## config.mk

```make
export PLATFORM = sky130hd
export DESIGN_NAME = rawc_clock_control
export DESIGN_NICKNAME = d
export VERILOG_FILES = /design/src/hw/rawc_pkg.sv /design/src/hw/rawc_watchdog.sv /design/src/hw/rawc_clock_control.sv
export SDC_FILE = /design/constraint.sdc
export NUM_CORES = 1
export LEC_CHECK = 0
export ABC_AREA = 1
export BUFFER_PORTS_ARGS = -buffer_cell sky130_fd_sc_hd__buf_4
export CORE_AREA = 5 5 89 91
export CTS_BUF_LIST = sky130_fd_sc_hd__clkbuf_16
export DETAILED_ROUTE_END_ITERATION = 7
export DIE_AREA = 0 0 94 96
export PLACE_DENSITY = 0.89
export SLEW_MARGIN = 0
export SYNTH_ARGS = -nofsm -noshare
export SYNTH_HDL_FRONTEND = slang
export SYNTH_SLANG_ARGS = --single-unit
```

## constraint.sdc

```tcl
create_clock -name core_clk -period 3.19 [get_ports core_clk]
set_input_delay 0 -clock core_clk [delete_from_list [all_inputs] [get_ports core_clk]]
set_output_delay 0 -clock core_clk [all_outputs]
set_load 0.005 [all_outputs]
```

## src/hw/rawc_pkg.sv

```systemverilog
// constants shared by the clock control register block
package rawc_pkg;
  // ----------------------------------------------------------------
  // serial command port
  // ----------------------------------------------------------------
  localparam logic [7:0] OP_WR_CTRL = 8'h43;
  localparam logic [7:0] OP_RD_CTRL = 8'hC3;
  localparam logic [7:0] OP_RD_STATUS = 8'hFE;
  localparam logic [4:0] OP_BITS = 5'h08;
  localparam logic [4:0] FRAME_BITS = 5'h18;
  localparam int REG_W = 16;
  // ----------------------------------------------------------------
  // clock control register layout
  // ----------------------------------------------------------------
  localparam logic [15:0] CTRL_RESET = 16'h0000;
  localparam int CTRL_WATCHDOG_ENABLE_BIT_BIT = 0;
  localparam int CTRL_WF_BIT = 1;
  localparam int CTRL_AM_LO_BIT = 2;
  localparam int CTRL_AM_HI_BIT = 3;
  localparam int CTRL_OSCILLATOR_STOP_N_BIT = 4;
  localparam int CTRL_SLOW_EN_BIT = 5;
  localparam int CTRL_BYPASS_BIT = 6;
  localparam logic [15:0] CTRL_WR_MASK = 16'h007F;
  // ----------------------------------------------------------------
  // interrupt status register and alarm select codes
  // ----------------------------------------------------------------
  localparam logic [15:0] STATUS_RESET = 16'h0000;
  localparam int STAT_AF_BIT = 14;
  localparam logic [1:0] AM_NONE = 2'h0;
  localparam logic [1:0] AM_MIN = 2'h1;
  localparam logic [1:0] AM_HOUR = 2'h2;
  localparam logic [1:0] AM_BOTH = 2'h3;
  localparam int MIN_W = 7;
  localparam int HOUR_W = 6;
  localparam int WD_W = 16;
  localparam logic [15:0] WD_COUNT_RESET = 16'h0000;
endpackage : rawc_pkg

```

## src/hw/rawc_watchdog.sv

```systemverilog
// watchdog down counter clocked by the slow oscillator tick
`timescale 1ns/1ps
module rawc_watchdog (
  input wire logic core_clk,
  input wire logic resetn,
  input wire logic enable,
  input wire logic tick,
  input wire logic [rawc_pkg::WD_W-1:0] reload,
  output logic expire
);
  logic [rawc_pkg::WD_W-1:0] count_q;

  // ----------------------------------------------------------------
  // counter: held at reload while disabled, reloads after reaching zero
  // ----------------------------------------------------------------
  always_ff @(posedge core_clk or negedge resetn) begin
    if (!resetn) begin
      count_q <= rawc_pkg::WD_COUNT_RESET;
    end else if (!enable) begin
      count_q <= reload;
    end else if (tick) begin
      if (count_q == '0) begin
        count_q <= reload;
      end else begin
        count_q <= count_q - 1'b1;
      end
    end
  end

  // one-cycle pulse when the count steps from one down to zero
  always_ff @(posedge core_clk or negedge resetn) begin
    if (!resetn) begin
      expire <= 1'b0;
    end else begin
      expire <= enable && tick && (count_q == {{(rawc_pkg::WD_W-1){1'b0}}, 1'b1});
    end
  end
endmodule : rawc_watchdog

```

## src/hw/rawc_clock_control.sv

```systemverilog
// real-time clock control register with alarm and watchdog control
// ------------------------------------------------------------------
// ------------------------------------------------------------------
`timescale 1ns/1ps
module rawc_clock_control (
  input wire logic core_clk,
  input wire logic resetn,
  input wire logic spi_cs_n,
  input wire logic spi_sclk,
  input wire logic spi_mosi,
  output logic spi_miso,
  input wire logic osc_slow_in,
  input wire logic [rawc_pkg::MIN_W-1:0] rtc_minutes,
  input wire logic [rawc_pkg::HOUR_W-1:0] rtc_hours,
  input wire logic [rawc_pkg::MIN_W-1:0] alarm_minutes,
  input wire logic [rawc_pkg::HOUR_W-1:0] alarm_hours,
  input wire logic int_enable,
  input wire logic [rawc_pkg::WD_W-1:0] wd_reload,
  output logic int_n,
  output logic slow_clock_out_pin,
  output logic osc_run,
  output logic crystal_bypass_select,
  output logic watchdog_out_n_o,
  output logic watchdog_out_n_oe_n
);
  // ----------------------------------------------------------------
  // alarm decode
  // ----------------------------------------------------------------
  function automatic logic alarm_hit_f(
    input logic [1:0] sel,
    input logic min_chg,
    input logic hr_chg,
    input logic min_eq,
    input logic hr_eq
  );
    logic hit;
    hit = 1'b0;
    unique case (sel)
      rawc_pkg::AM_NONE: hit = 1'b0;
      rawc_pkg::AM_MIN: hit = min_chg && min_eq;
      rawc_pkg::AM_HOUR: hit = hr_chg && hr_eq;
      rawc_pkg::AM_BOTH: hit = (min_chg || hr_chg) && min_eq && hr_eq;
    endcase
    return hit;
  endfunction : alarm_hit_f

  logic sclk_q;
  logic osc_q;
  logic [4:0] bit_cnt_q;
  logic [22:0] shift_in_q;
  logic [7:0] opcode_q;
  logic [rawc_pkg::REG_W-1:0] out_q;
  logic [rawc_pkg::REG_W-1:0] ctrl_q;
  logic alarm_flag_q;
  logic [rawc_pkg::MIN_W-1:0] min_prev_q;
  logic [rawc_pkg::HOUR_W-1:0] hr_prev_q;
  logic sclk_rise;
  logic sclk_fall;
  logic [7:0] opcode_next;
  logic opcode_done;
  logic data_done;
  logic status_rd;
  logic [rawc_pkg::REG_W-1:0] wr_data;
  logic [rawc_pkg::REG_W-1:0] status_word;
  logic slow_tick;
  logic wd_expire;
  logic alarm_hit;
  logic wf_next;

  // ----------------------------------------------------------------
  // serial command port: opcode then 16 data bits, msb first
  // ----------------------------------------------------------------
  always_ff @(posedge core_clk or negedge resetn) begin
    if (!resetn) begin
      sclk_q <= 1'b0;
      osc_q <= 1'b0;
    end else begin
      sclk_q <= spi_sclk;
      osc_q <= osc_slow_in;
    end
  end

  assign sclk_rise = !spi_cs_n && spi_sclk && !sclk_q;
  assign sclk_fall = !spi_cs_n && !spi_sclk && sclk_q;
  assign opcode_next = {shift_in_q[6:0], spi_mosi};
  assign opcode_done = sclk_rise && (bit_cnt_q == rawc_pkg::OP_BITS - 5'h01);
  assign data_done = sclk_rise && (bit_cnt_q == rawc_pkg::FRAME_BITS - 5'h01) &&
                     (opcode_q == rawc_pkg::OP_WR_CTRL);
  assign status_rd = opcode_done && (opcode_next == rawc_pkg::OP_RD_STATUS);
  assign wr_data = {shift_in_q[14:0], spi_mosi};

  always_ff @(posedge core_clk or negedge resetn) begin
    if (!resetn) begin
      bit_cnt_q <= 5'h00;
    end else if (spi_cs_n) begin
      bit_cnt_q <= 5'h00;
    end else if (sclk_rise && bit_cnt_q != rawc_pkg::FRAME_BITS) begin
      bit_cnt_q <= bit_cnt_q + 5'h01;
    end
  end

  always_ff @(posedge core_clk or negedge resetn) begin
    if (!resetn) begin
      shift_in_q <= 23'h000000;
    end else if (sclk_rise) begin
      shift_in_q <= {shift_in_q[21:0], spi_mosi};
    end
  end

  always_ff @(posedge core_clk or negedge resetn) begin
    if (!resetn) begin
      opcode_q <= 8'h00;
    end else if (spi_cs_n) begin
      opcode_q <= 8'h00;
    end else if (opcode_done) begin
      opcode_q <= opcode_next;
    end
  end

  // ----------------------------------------------------------------
  // read data: loaded at the end of the opcode, shifted on falling edges
  // ----------------------------------------------------------------
  always_comb begin
    status_word = rawc_pkg::STATUS_RESET;
    status_word[rawc_pkg::STAT_AF_BIT] = alarm_flag_q;
  end

  always_ff @(posedge core_clk or negedge resetn) begin
    if (!resetn) begin
      out_q <= 16'h0000;
    end else if (opcode_done) begin
      if (opcode_next == rawc_pkg::OP_RD_CTRL) begin
        out_q <= ctrl_q;
      end else if (opcode_next == rawc_pkg::OP_RD_STATUS) begin
        out_q <= status_word;
      end else begin
        out_q <= 16'h0000;
      end
    end else if (sclk_fall && bit_cnt_q >= rawc_pkg::OP_BITS) begin
      out_q <= {out_q[14:0], 1'b0};
    end
  end

  always_ff @(posedge core_clk or negedge resetn) begin
    if (!resetn) begin
      spi_miso <= 1'b0;
    end else if (spi_cs_n) begin
      spi_miso <= 1'b0;
    end else if (sclk_fall && bit_cnt_q >= rawc_pkg::OP_BITS && bit_cnt_q < rawc_pkg::FRAME_BITS) begin
      spi_miso <= out_q[15];
    end
  end

  // ----------------------------------------------------------------
  // control register
  // ----------------------------------------------------------------
  // the expired flag can only be cleared by software, never set; expiry wins
  assign wf_next = (ctrl_q[rawc_pkg::CTRL_WF_BIT] && wr_data[rawc_pkg::CTRL_WF_BIT]) || wd_expire;

  always_ff @(posedge core_clk or negedge resetn) begin
    if (!resetn) begin
      ctrl_q <= rawc_pkg::CTRL_RESET;
    end else if (data_done) begin
      ctrl_q <= wr_data & rawc_pkg::CTRL_WR_MASK;
      ctrl_q[rawc_pkg::CTRL_WF_BIT] <= wf_next;
    end else if (wd_expire) begin
      ctrl_q[rawc_pkg::CTRL_WF_BIT] <= 1'b1;
    end
  end

  // ----------------------------------------------------------------
  // oscillator and slow clock output
  // ----------------------------------------------------------------
  always_ff @(posedge core_clk or negedge resetn) begin
    if (!resetn) begin
      osc_run <= 1'b0;
      crystal_bypass_select <= 1'b0;
    end else begin
      osc_run <= !ctrl_q[rawc_pkg::CTRL_OSCILLATOR_STOP_N_BIT];
      crystal_bypass_select <= ctrl_q[rawc_pkg::CTRL_BYPASS_BIT];
    end
  end

  // a stopped oscillator gives no square wave and no watchdog ticks
  always_ff @(posedge core_clk or negedge resetn) begin
    if (!resetn) begin
      slow_clock_out_pin <= 1'b0;
    end else begin
      slow_clock_out_pin <= ctrl_q[rawc_pkg::CTRL_SLOW_EN_BIT] && osc_run && osc_q;
    end
  end

  assign slow_tick = osc_slow_in && !osc_q && osc_run;

  // ----------------------------------------------------------------
  // time-of-day alarm
  // ----------------------------------------------------------------
  always_ff @(posedge core_clk or negedge resetn) begin
    if (!resetn) begin
      min_prev_q <= '0;
      hr_prev_q <= '0;
    end else begin
      min_prev_q <= rtc_minutes;
      hr_prev_q <= rtc_hours;
    end
  end

  // only a change of the clock value counts, so a standing match fires once
  assign alarm_hit = alarm_hit_f(ctrl_q[rawc_pkg::CTRL_AM_HI_BIT:rawc_pkg::CTRL_AM_LO_BIT],
                                 rtc_minutes != min_prev_q, rtc_hours != hr_prev_q,
                                 rtc_minutes == alarm_minutes, rtc_hours == alarm_hours);

  always_ff @(posedge core_clk or negedge resetn) begin
    if (!resetn) begin
      alarm_flag_q <= 1'b0;
    end else if (alarm_hit) begin
      alarm_flag_q <= 1'b1;
    end else if (status_rd) begin
      alarm_flag_q <= 1'b0;
    end
  end

  always_ff @(posedge core_clk or negedge resetn) begin
    if (!resetn) begin
      int_n <= 1'b1;
    end else begin
      int_n <= !(alarm_flag_q && int_enable);
    end
  end

  // ----------------------------------------------------------------
  // watchdog
  // ----------------------------------------------------------------
  rawc_watchdog u_watchdog (
    .core_clk(core_clk),
    .resetn(resetn),
    .enable(ctrl_q[rawc_pkg::CTRL_WATCHDOG_ENABLE_BIT_BIT]),
    .tick(slow_tick),
    .reload(wd_reload),
    .expire(wd_expire)
  );

  assign watchdog_out_n_o = 1'b0;

  // open drain: only ever pulls low, floats otherwise
  always_ff @(posedge core_clk or negedge resetn) begin
    if (!resetn) begin
      watchdog_out_n_oe_n <= 1'b1;
    end else begin
      watchdog_out_n_oe_n <= !(ctrl_q[rawc_pkg::CTRL_WF_BIT] && ctrl_q[rawc_pkg::CTRL_WATCHDOG_ENABLE_BIT_BIT]);
    end
  end

  // ----------------------------------------------------------------
  // checks
  // ----------------------------------------------------------------
  a_reset_value: assert property (@(posedge core_clk) $rose(resetn) |-> ctrl_q == rawc_pkg::CTRL_RESET)
    else $error("control register not zero after reset");
  a_slow_out_off: assert property (@(posedge core_clk) disable iff (!resetn)
    !ctrl_q[rawc_pkg::CTRL_SLOW_EN_BIT] |=> !slow_clock_out_pin)
    else $error("slow clock out active while disabled");
  a_osc_follows_bit: assert property (@(posedge core_clk) disable iff (!resetn)
    1'b1 |=> osc_run == !$past(ctrl_q[rawc_pkg::CTRL_OSCILLATOR_STOP_N_BIT]))
    else $error("oscillator run does not follow stop bit");
  a_alarm_none: assert property (@(posedge core_clk) disable iff (!resetn)
    ctrl_q[rawc_pkg::CTRL_AM_HI_BIT:rawc_pkg::CTRL_AM_LO_BIT] == rawc_pkg::AM_NONE |-> !alarm_hit)
    else $error("alarm fired with no alarm selected");
  a_alarm_minutes: assert property (@(posedge core_clk) disable iff (!resetn)
    ctrl_q[3:2] == rawc_pkg::AM_MIN && rtc_minutes != min_prev_q && rtc_minutes == alarm_minutes |-> alarm_hit)
    else $error("minute match missed");
  a_alarm_sets_int: assert property (@(posedge core_clk) disable iff (!resetn)
    alarm_hit && int_enable ##1 int_enable |=> !int_n)
    else $error("alarm did not assert interrupt");
  a_int_held: assert property (@(posedge core_clk) disable iff (!resetn)
    alarm_flag_q && !status_rd |=> alarm_flag_q)
    else $error("alarm flag dropped without status read");
  a_wf_sets: assert property (@(posedge core_clk) disable iff (!resetn)
    wd_expire |=> ctrl_q[rawc_pkg::CTRL_WF_BIT])
    else $error("expiry did not set flag");
  a_wf_clear: assert property (@(posedge core_clk) disable iff (!resetn)
    data_done && !wr_data[rawc_pkg::CTRL_WF_BIT] && !wd_expire |=> ##1 watchdog_out_n_oe_n)
    else $error("flag clear did not release watchdog pin");
  a_wd_off_float: assert property (@(posedge core_clk) disable iff (!resetn)
    !ctrl_q[rawc_pkg::CTRL_WATCHDOG_ENABLE_BIT_BIT] |=> watchdog_out_n_oe_n)
    else $error("watchdog pin driven while disabled");
  a_status_bit: assert property (@(posedge core_clk) disable iff (!resetn)
    status_rd |=> out_q == ($past(alarm_flag_q) ? 16'h4000 : 16'h0000))
    else $error("status read word wrong");
  a_wdo_drive: assert property (@(posedge core_clk) disable iff (!resetn)
    wd_expire && ctrl_q[rawc_pkg::CTRL_WATCHDOG_ENABLE_BIT_BIT] && !data_done ##1 ctrl_q[0] |=> !watchdog_out_n_oe_n)
    else $error("watchdog pin not pulled low on expiry");
endmodule : rawc_clock_control

```

Yosys cells after proc, flatten, opt, wreduce, memory -nomap -nowiden
Index checks and enable logic that the tools add are counted.
Storage, ports and cells
  flip-flop bits (word level): 82
  word-level logic and storage cells: 97
  input bits: 49
Cells by class
  reduce and logical (&&, ||, !) cells: 41
  mux-type cells: 18
  $add $sub $neg: 2
  order comparisons: 2
  eq/ne operators: 15
Operators with widths (number)
  16-bit 2-to-1 mux: 5
  15-bit 2-to-1 mux: 2
  1-bit logical AND: 24
  16-bit by 1-bit equality test with 1-bit output (second input constant): 1
  8-bit equality test (second input constant): 2
  16-bit zero test: 1
  8-bit 2-to-1 mux: 2
  16-bit by 1-bit subtractor with 16-bit output (second input constant): 1
  2-bit nonzero test: 6
  5-bit 2-to-1 mux: 2
  8-bit by 7-bit equality test with 1-bit output (second input constant): 1
  7-bit equality test: 1
  1-bit zero test: 7
  7-bit inequality test: 1
  6-bit equality test: 1
  1-bit 2-to-1 mux: 6
  6-bit inequality test: 1
  5-bit by 1-bit adder with 5-bit output (second input constant): 1
  5-bit by 3-bit equality test with 1-bit output (second input constant): 1
  5-bit equality test (second input constant): 1
  5-bit by 4-bit greater-or-equal comparator with 1-bit output (second input constant): 1
  5-bit < comparator (second input constant): 1
  5-bit inequality test (second input constant): 1
  2-bit equality test (second input constant): 2
  5 further kinds: 6

Longest topological paths before layout
  word-level depth: 7
  depth in mapped cells: 12

Cells and area by module
From an unflattened synthesis, not the netlist that was laid out.
Unflattened totals
  cells, all modules: 562
  area total of the unflattened synthesis: 4367.9 um^2
By module, submodules not included
  rawc_clock_control: area each 3000.4 um^2, seq. area each 1629.1 um^2, instances 1, cells an instance 341
  rawc_watchdog: area each 1367.6 um^2, seq. area each 425.4 um^2, instances 1, cells an instance 221

Worst setup path after synthesis
No wires, ideal clock.
  path type: register -> register
  start: reg bit_cnt_q[0]
  end: reg ctrl_q[0] in the netlist's numbering
  path slack: 1.788 ns
  arrival: 1.280 ns
  period minus slack after synthesis: 1.402 ns
  stages on the path, launching flop included: 9
  library setup time: 0.122 ns
  data required time: 3.068 ns
  path buffers: 1
  path through: dfrtp_1 ha_1 nand2_1 inv_1 nand3_2 nand3b_4 buf_4 nand2_1 o21ai_1
On the way
  word-level cells in the longest chain between the ends: 3
Ends and longest elaborated chain
  start: declaration: RTL line rawc_clock_control.sv:49  | logic [4:0] bit_cnt_q;
  start signal: assignment: RTL line rawc_clock_control.sv:98  | bit_cnt_q <= bit_cnt_q + 5'h01;
  5-bit equality test: RTL line rawc_clock_control.sv:87  | assign data_done = sclk_rise && (bit_cnt_q == rawc_pkg::FRAME_BITS - 5'h01) &&
  1-bit logical AND (2 in series): RTL line rawc_clock_control.sv:87
  end signal: assignment: RTL line rawc_clock_control.sv:162  | ctrl_q <= rawc_pkg::CTRL_RESET;
  end signal: assignment: RTL line rawc_clock_control.sv:164  | ctrl_q <= wr_data & rawc_pkg::CTRL_WR_MASK;
  end signal: indexed assignment: RTL line rawc_clock_control.sv:165  | ctrl_q[rawc_pkg::CTRL_WF_BIT] <= wf_next;
  end: declaration: RTL line rawc_clock_control.sv:53  | logic [rawc_pkg::REG_W-1:0] ctrl_q;
Every way passes these cells.
A chain may end at the register's enable or synchronous reset.

Worst setup path in the final report
  start: in spi_cs_n
  end: reg out_q[5] in the netlist's numbering
On the way
  word-level cells in the longest chain between the ends: 5
  elaborated cells between the ends (all ways): 9
  those cells by class: 1 x mux; 8 x reduce/logical
Ends and longest elaborated chain
  start: declaration: RTL line rawc_clock_control.sv:8  | input wire logic spi_cs_n,
  1-bit zero test *: RTL line rawc_clock_control.sv:83, rawc_clock_control.sv:84
  1-bit logical AND (on tied branches) (2 in series): RTL line rawc_clock_control.sv:83, rawc_clock_control.sv:84
  1-bit logical AND (on tied branches): RTL line rawc_clock_control.sv:86, rawc_clock_control.sv:139
  16-bit 2-to-1 mux / 2-bit nonzero test (equally long branches)
  end signal: assignment: RTL line rawc_clock_control.sv:133  | out_q <= ctrl_q;
  end signal: assignment: RTL line rawc_clock_control.sv:135  | out_q <= status_word;
  end signal: assignment: RTL line rawc_clock_control.sv:140  | out_q <= {out_q[14:0], 1'b0};
  end: declaration: RTL line rawc_clock_control.sv:52  | logic [rawc_pkg::REG_W-1:0] out_q;
Mark *: on every way between the ends. The rest lies on a longest branch, timed or not.

==> results by group <==
Pwr
  – Leakage: 2.62 nW
  – Pwr per Cell Area: 493 nW/um2
  – Max VDD drop: 0.320 mV

Drt
  – 1st-iter DRT viols: between 200 and 250
  – Routed length per instance: approximately 14 um
  – Drt pass-1 iters: 5
  – Drc violations: 0
  – Routed via count: roughly 3700
  – Vias per inst: approximately 5.2
  – Antenna Violating Nets Remaining: 0
  – WL final: 9700 um

Die
  – IO Pins: 56
  – Initial Util: 0.598
  – Full die area: ~9000 um2
  – Die X: around 94 um
  – Die Ht: ~96 um
  – Core box area: roughly 7100 um2
  – Row count: 31

Worst setup path
  – Setup Crit Path Kind: in2reg
  – Critical Path RT: 3.39 ns
  – WP data arrival: 2.22 ns
  – Startpoint types: input pin
  – Crit end category: register
  – Worst-path fanout max: 18

Clock network
  – Longest Clk Path Bufs: 2
  – CTS sink count: 82
  – Worst skew pair latency: 0.34 ns
  – H-tree levels: 3
  – Clock Pin Slew Worst Setup and Hold Paths: 0.06 ns
  – CTS Buf Count: 9
  – Cts repair resizes: 0
  – Clock Tree Root: clkbuf_16
  – CTS tree: built

Place
  – Pre-CTS setup slack: 1.31 ns
  – GP Congestion: 0.893
  – DP Cell Count: ~670
  – Post-DP HPWL: roughly 6500 um
  – IO Port Bufs: 54

Final layout
  – Final std cells w/o fill: between 700 and 800
  – Layout cells sized above 1: 0.153
  – Final #Nets: about 660
  – Fillcell total: 506
  – Antenna diodes: 0
  – Multi-input gate area: 1790 um2
  – Reg area: 2050 um2
  – Area growth from synthesis to layout: 24.2%

Timing
  – Setup-failing EPs final: 0
  – Hold Vio Cnt, Final: 1
  – Tcrit/Tclk final: 0.632
  – Clk_skew: 0.00598 ns
  – RSZ-0062 raised after global routing: false
  – Final worst slack: 1.17 ns
  – Worst Tran Pin Value: 0.989 ns
  – Fin Setup TNS: 0 ns
  – Fin. max-slew vios: 0
  – Slew headroom: 0.341
  – Post-layout minimum cycle time: 2.02 ns
  – Max Freq: 496 MHz
  – Hold_ws: -0.000391 ns

Synth
  – Avg Inst Size Synth: roughly 7.9 um2
  – Post-Syn Area: 4220 um2
  – Synthesized Nets: 587
  – FF+latch count, synth: 82
  – Seq/Total Area, Yosys: 0.487
  – Distinct cells, synth: 40
  – Synth Instances: 533
  – Synth warn: 0

Global route
  – Total congestion overflow: 0
  – Global-route wire length before repair: roughly 17000 um
  – Global Route Usage Sum: 0.234
  – Initial antenna violation count: 0
  – Pin count of the biggest net entering global routing: 83
  – Vias in the first global route: 3667

Min path
  – Hold Path Class: in2reg

Flow run
  – Max cap viols: 0

Run status
  – Violated checks: hold timing
  – Status: complete, but fails checks
## timing repair
action	in CTS	in global routing
buffers inserted	0	0
hold buffers	24	0
setup endpoints to repair	0	0
endpoints found under the hold margin	103	0
## path summary, 6_finish.rpt
| kind | startpoint | cells past startpoint | to | slack [ns] |
|---|---|---|---|---|
| min in group asynchronous | resetn | 2 | min_prev_q[0]$_DFF_PN0_ | 0.37 |
| worst min register to register | ctrl_q[1]$_DFFE_PN0P_ | 1 | watchdog_out_n_oe_n$_DFF_PN1_ | 0.42 |
| max in group asynchronous | resetn | 2 | bit_cnt_q[3]$_DFFE_PN0P_ | 2.19 |
| worst max-delay path | spi_cs_n | 10 | out_q[5]$_DFFE_PN0P_ | 1.17 |
| worst max register to register | bit_cnt_q[0]$_DFFE_PN0P_ | 8 | out_q[5]$_DFFE_PN0P_ | 1.27 |
| worst min-delay path | wd_reload[14] | 5 | u_watchdog.count_q[14]$_DFFE_PN0P_ | -0.0004 |
## cell usage in the layout, fill, tap and decap left out, types with 5 or more instances in the layout
cell / instances
a21oi_1: 15
buf_4: 54
clkbuf_16: 9
dfrtp_1: 80
dlygate4sd3_1: 24
ha_1: 5
inv_1: 72
nand2_1: 158
nand3_1: 18
nand4_1: 7
nor2_1: 55
nor3_1: 6
o211ai_1: 5
o21ai_0: 34
o21ai_1: 12
o22ai_1: 8
xnor2_1: 5
xor2_1: 12
## cell usage after synthesis, drive strengths merged
library cell	instances	share of area
a21oi	15	0.018
a31oi	1	0.0015
buf	11	0.020
clkbuf	1	0.00089
clkinv	1	0.00089
conb	1	0.00089
dfrtp	80	0.47
dfstp	2	0.012
ha	5	0.015
inv	75	0.067
nand2	161	0.15
nand3	20	0.028
nand3b	1	0.0047
nand4	8	0.015
nor2	61	0.061
nor3	7	0.0095
nor4	1	0.0030
nor4b	1	0.0021
o211ai	5	0.0089
o21ai	47	0.057
o21bai	1	0.0018
o22ai	8	0.012
or2	3	0.0044
xnor2	5	0.010
xor2	12	0.025
## power by group
part           total [mW]  leakage, nW  switching (mW)  internal (mW)
clock network        1.18        0.167           0.412          0.764
logic               0.264         1.44           0.146          0.118
registers            1.14         1.01          0.0454           1.10
## worst max-delay path: stages
cell and delay (ns):
dlygate4sd3_1 0.53, buf_4 0.14, inv_2 0.20, nand3_4 0.23
inv_2 0.17, nand4_4 0.23, nand2_1 0.36, inv_1 0.17
nand2_1 0.10, o211ai_1 0.09
## registers in the layout, indices dropped and copies added, names as in the netlist, 5 cells and up
| register | cells |
|---|---|
| shift_in_q | 7 |
| min_prev_q | 7 |
| out_q | 16 |
| bit_cnt_q | 5 |
| u_watchdog.count_q | 16 |
| opcode_q | 8 |
| hr_prev_q | 6 |
| ctrl_q | 7 |
## kinds of logic after synthesis
| logic type | count (synthesis) | share of synthesized area |
|---|---|---|
| fa+ha+maj | 5 | 0.0148 |
| xor+xnor | 17 | 0.0353 |
| other cells | 1 | 0.000888 |
| flops | 82 | 0.487 |
| compound gates | 77 | 0.0984 |
| simple gates | 263 | 0.274 |
| buf+inv | 88 | 0.0895 |
## stage by stage
step                 util  cell area (um2)  power (mW)  hold WS (ns)
floorplan               -             4220        1.28        -0.296
global placement    0.660             4660        1.38         0.120
detailed placement  0.660             4660        1.40         0.126
CTS                 0.743             5250        2.59       0.00168
global route        0.743             5250        2.69        0.0172
finish              0.743             5250        2.58     -0.000391
## final cells by class
type / instances / area share
multi-input cells: 363 / 0.341
clock buffers: 9 / 0.0429
flip-flops and latches: 82 / 0.392
well taps: 99 / 0.0236
clock inverters: 7 / 0.0227
repair buffers: 78 / 0.123
inverters: 76 / 0.0549
## per-layer routing
metal  part of all wire  global-route usage  vias up
li1                   -                   -     1825
met2               0.53               0.430      115
met4              0.021              0.0903        0
met5                  0                   0        -
met1               0.41               0.278     1733
met3              0.046              0.0321       22
Note: power is estimated with default switching activity, not from simulation.
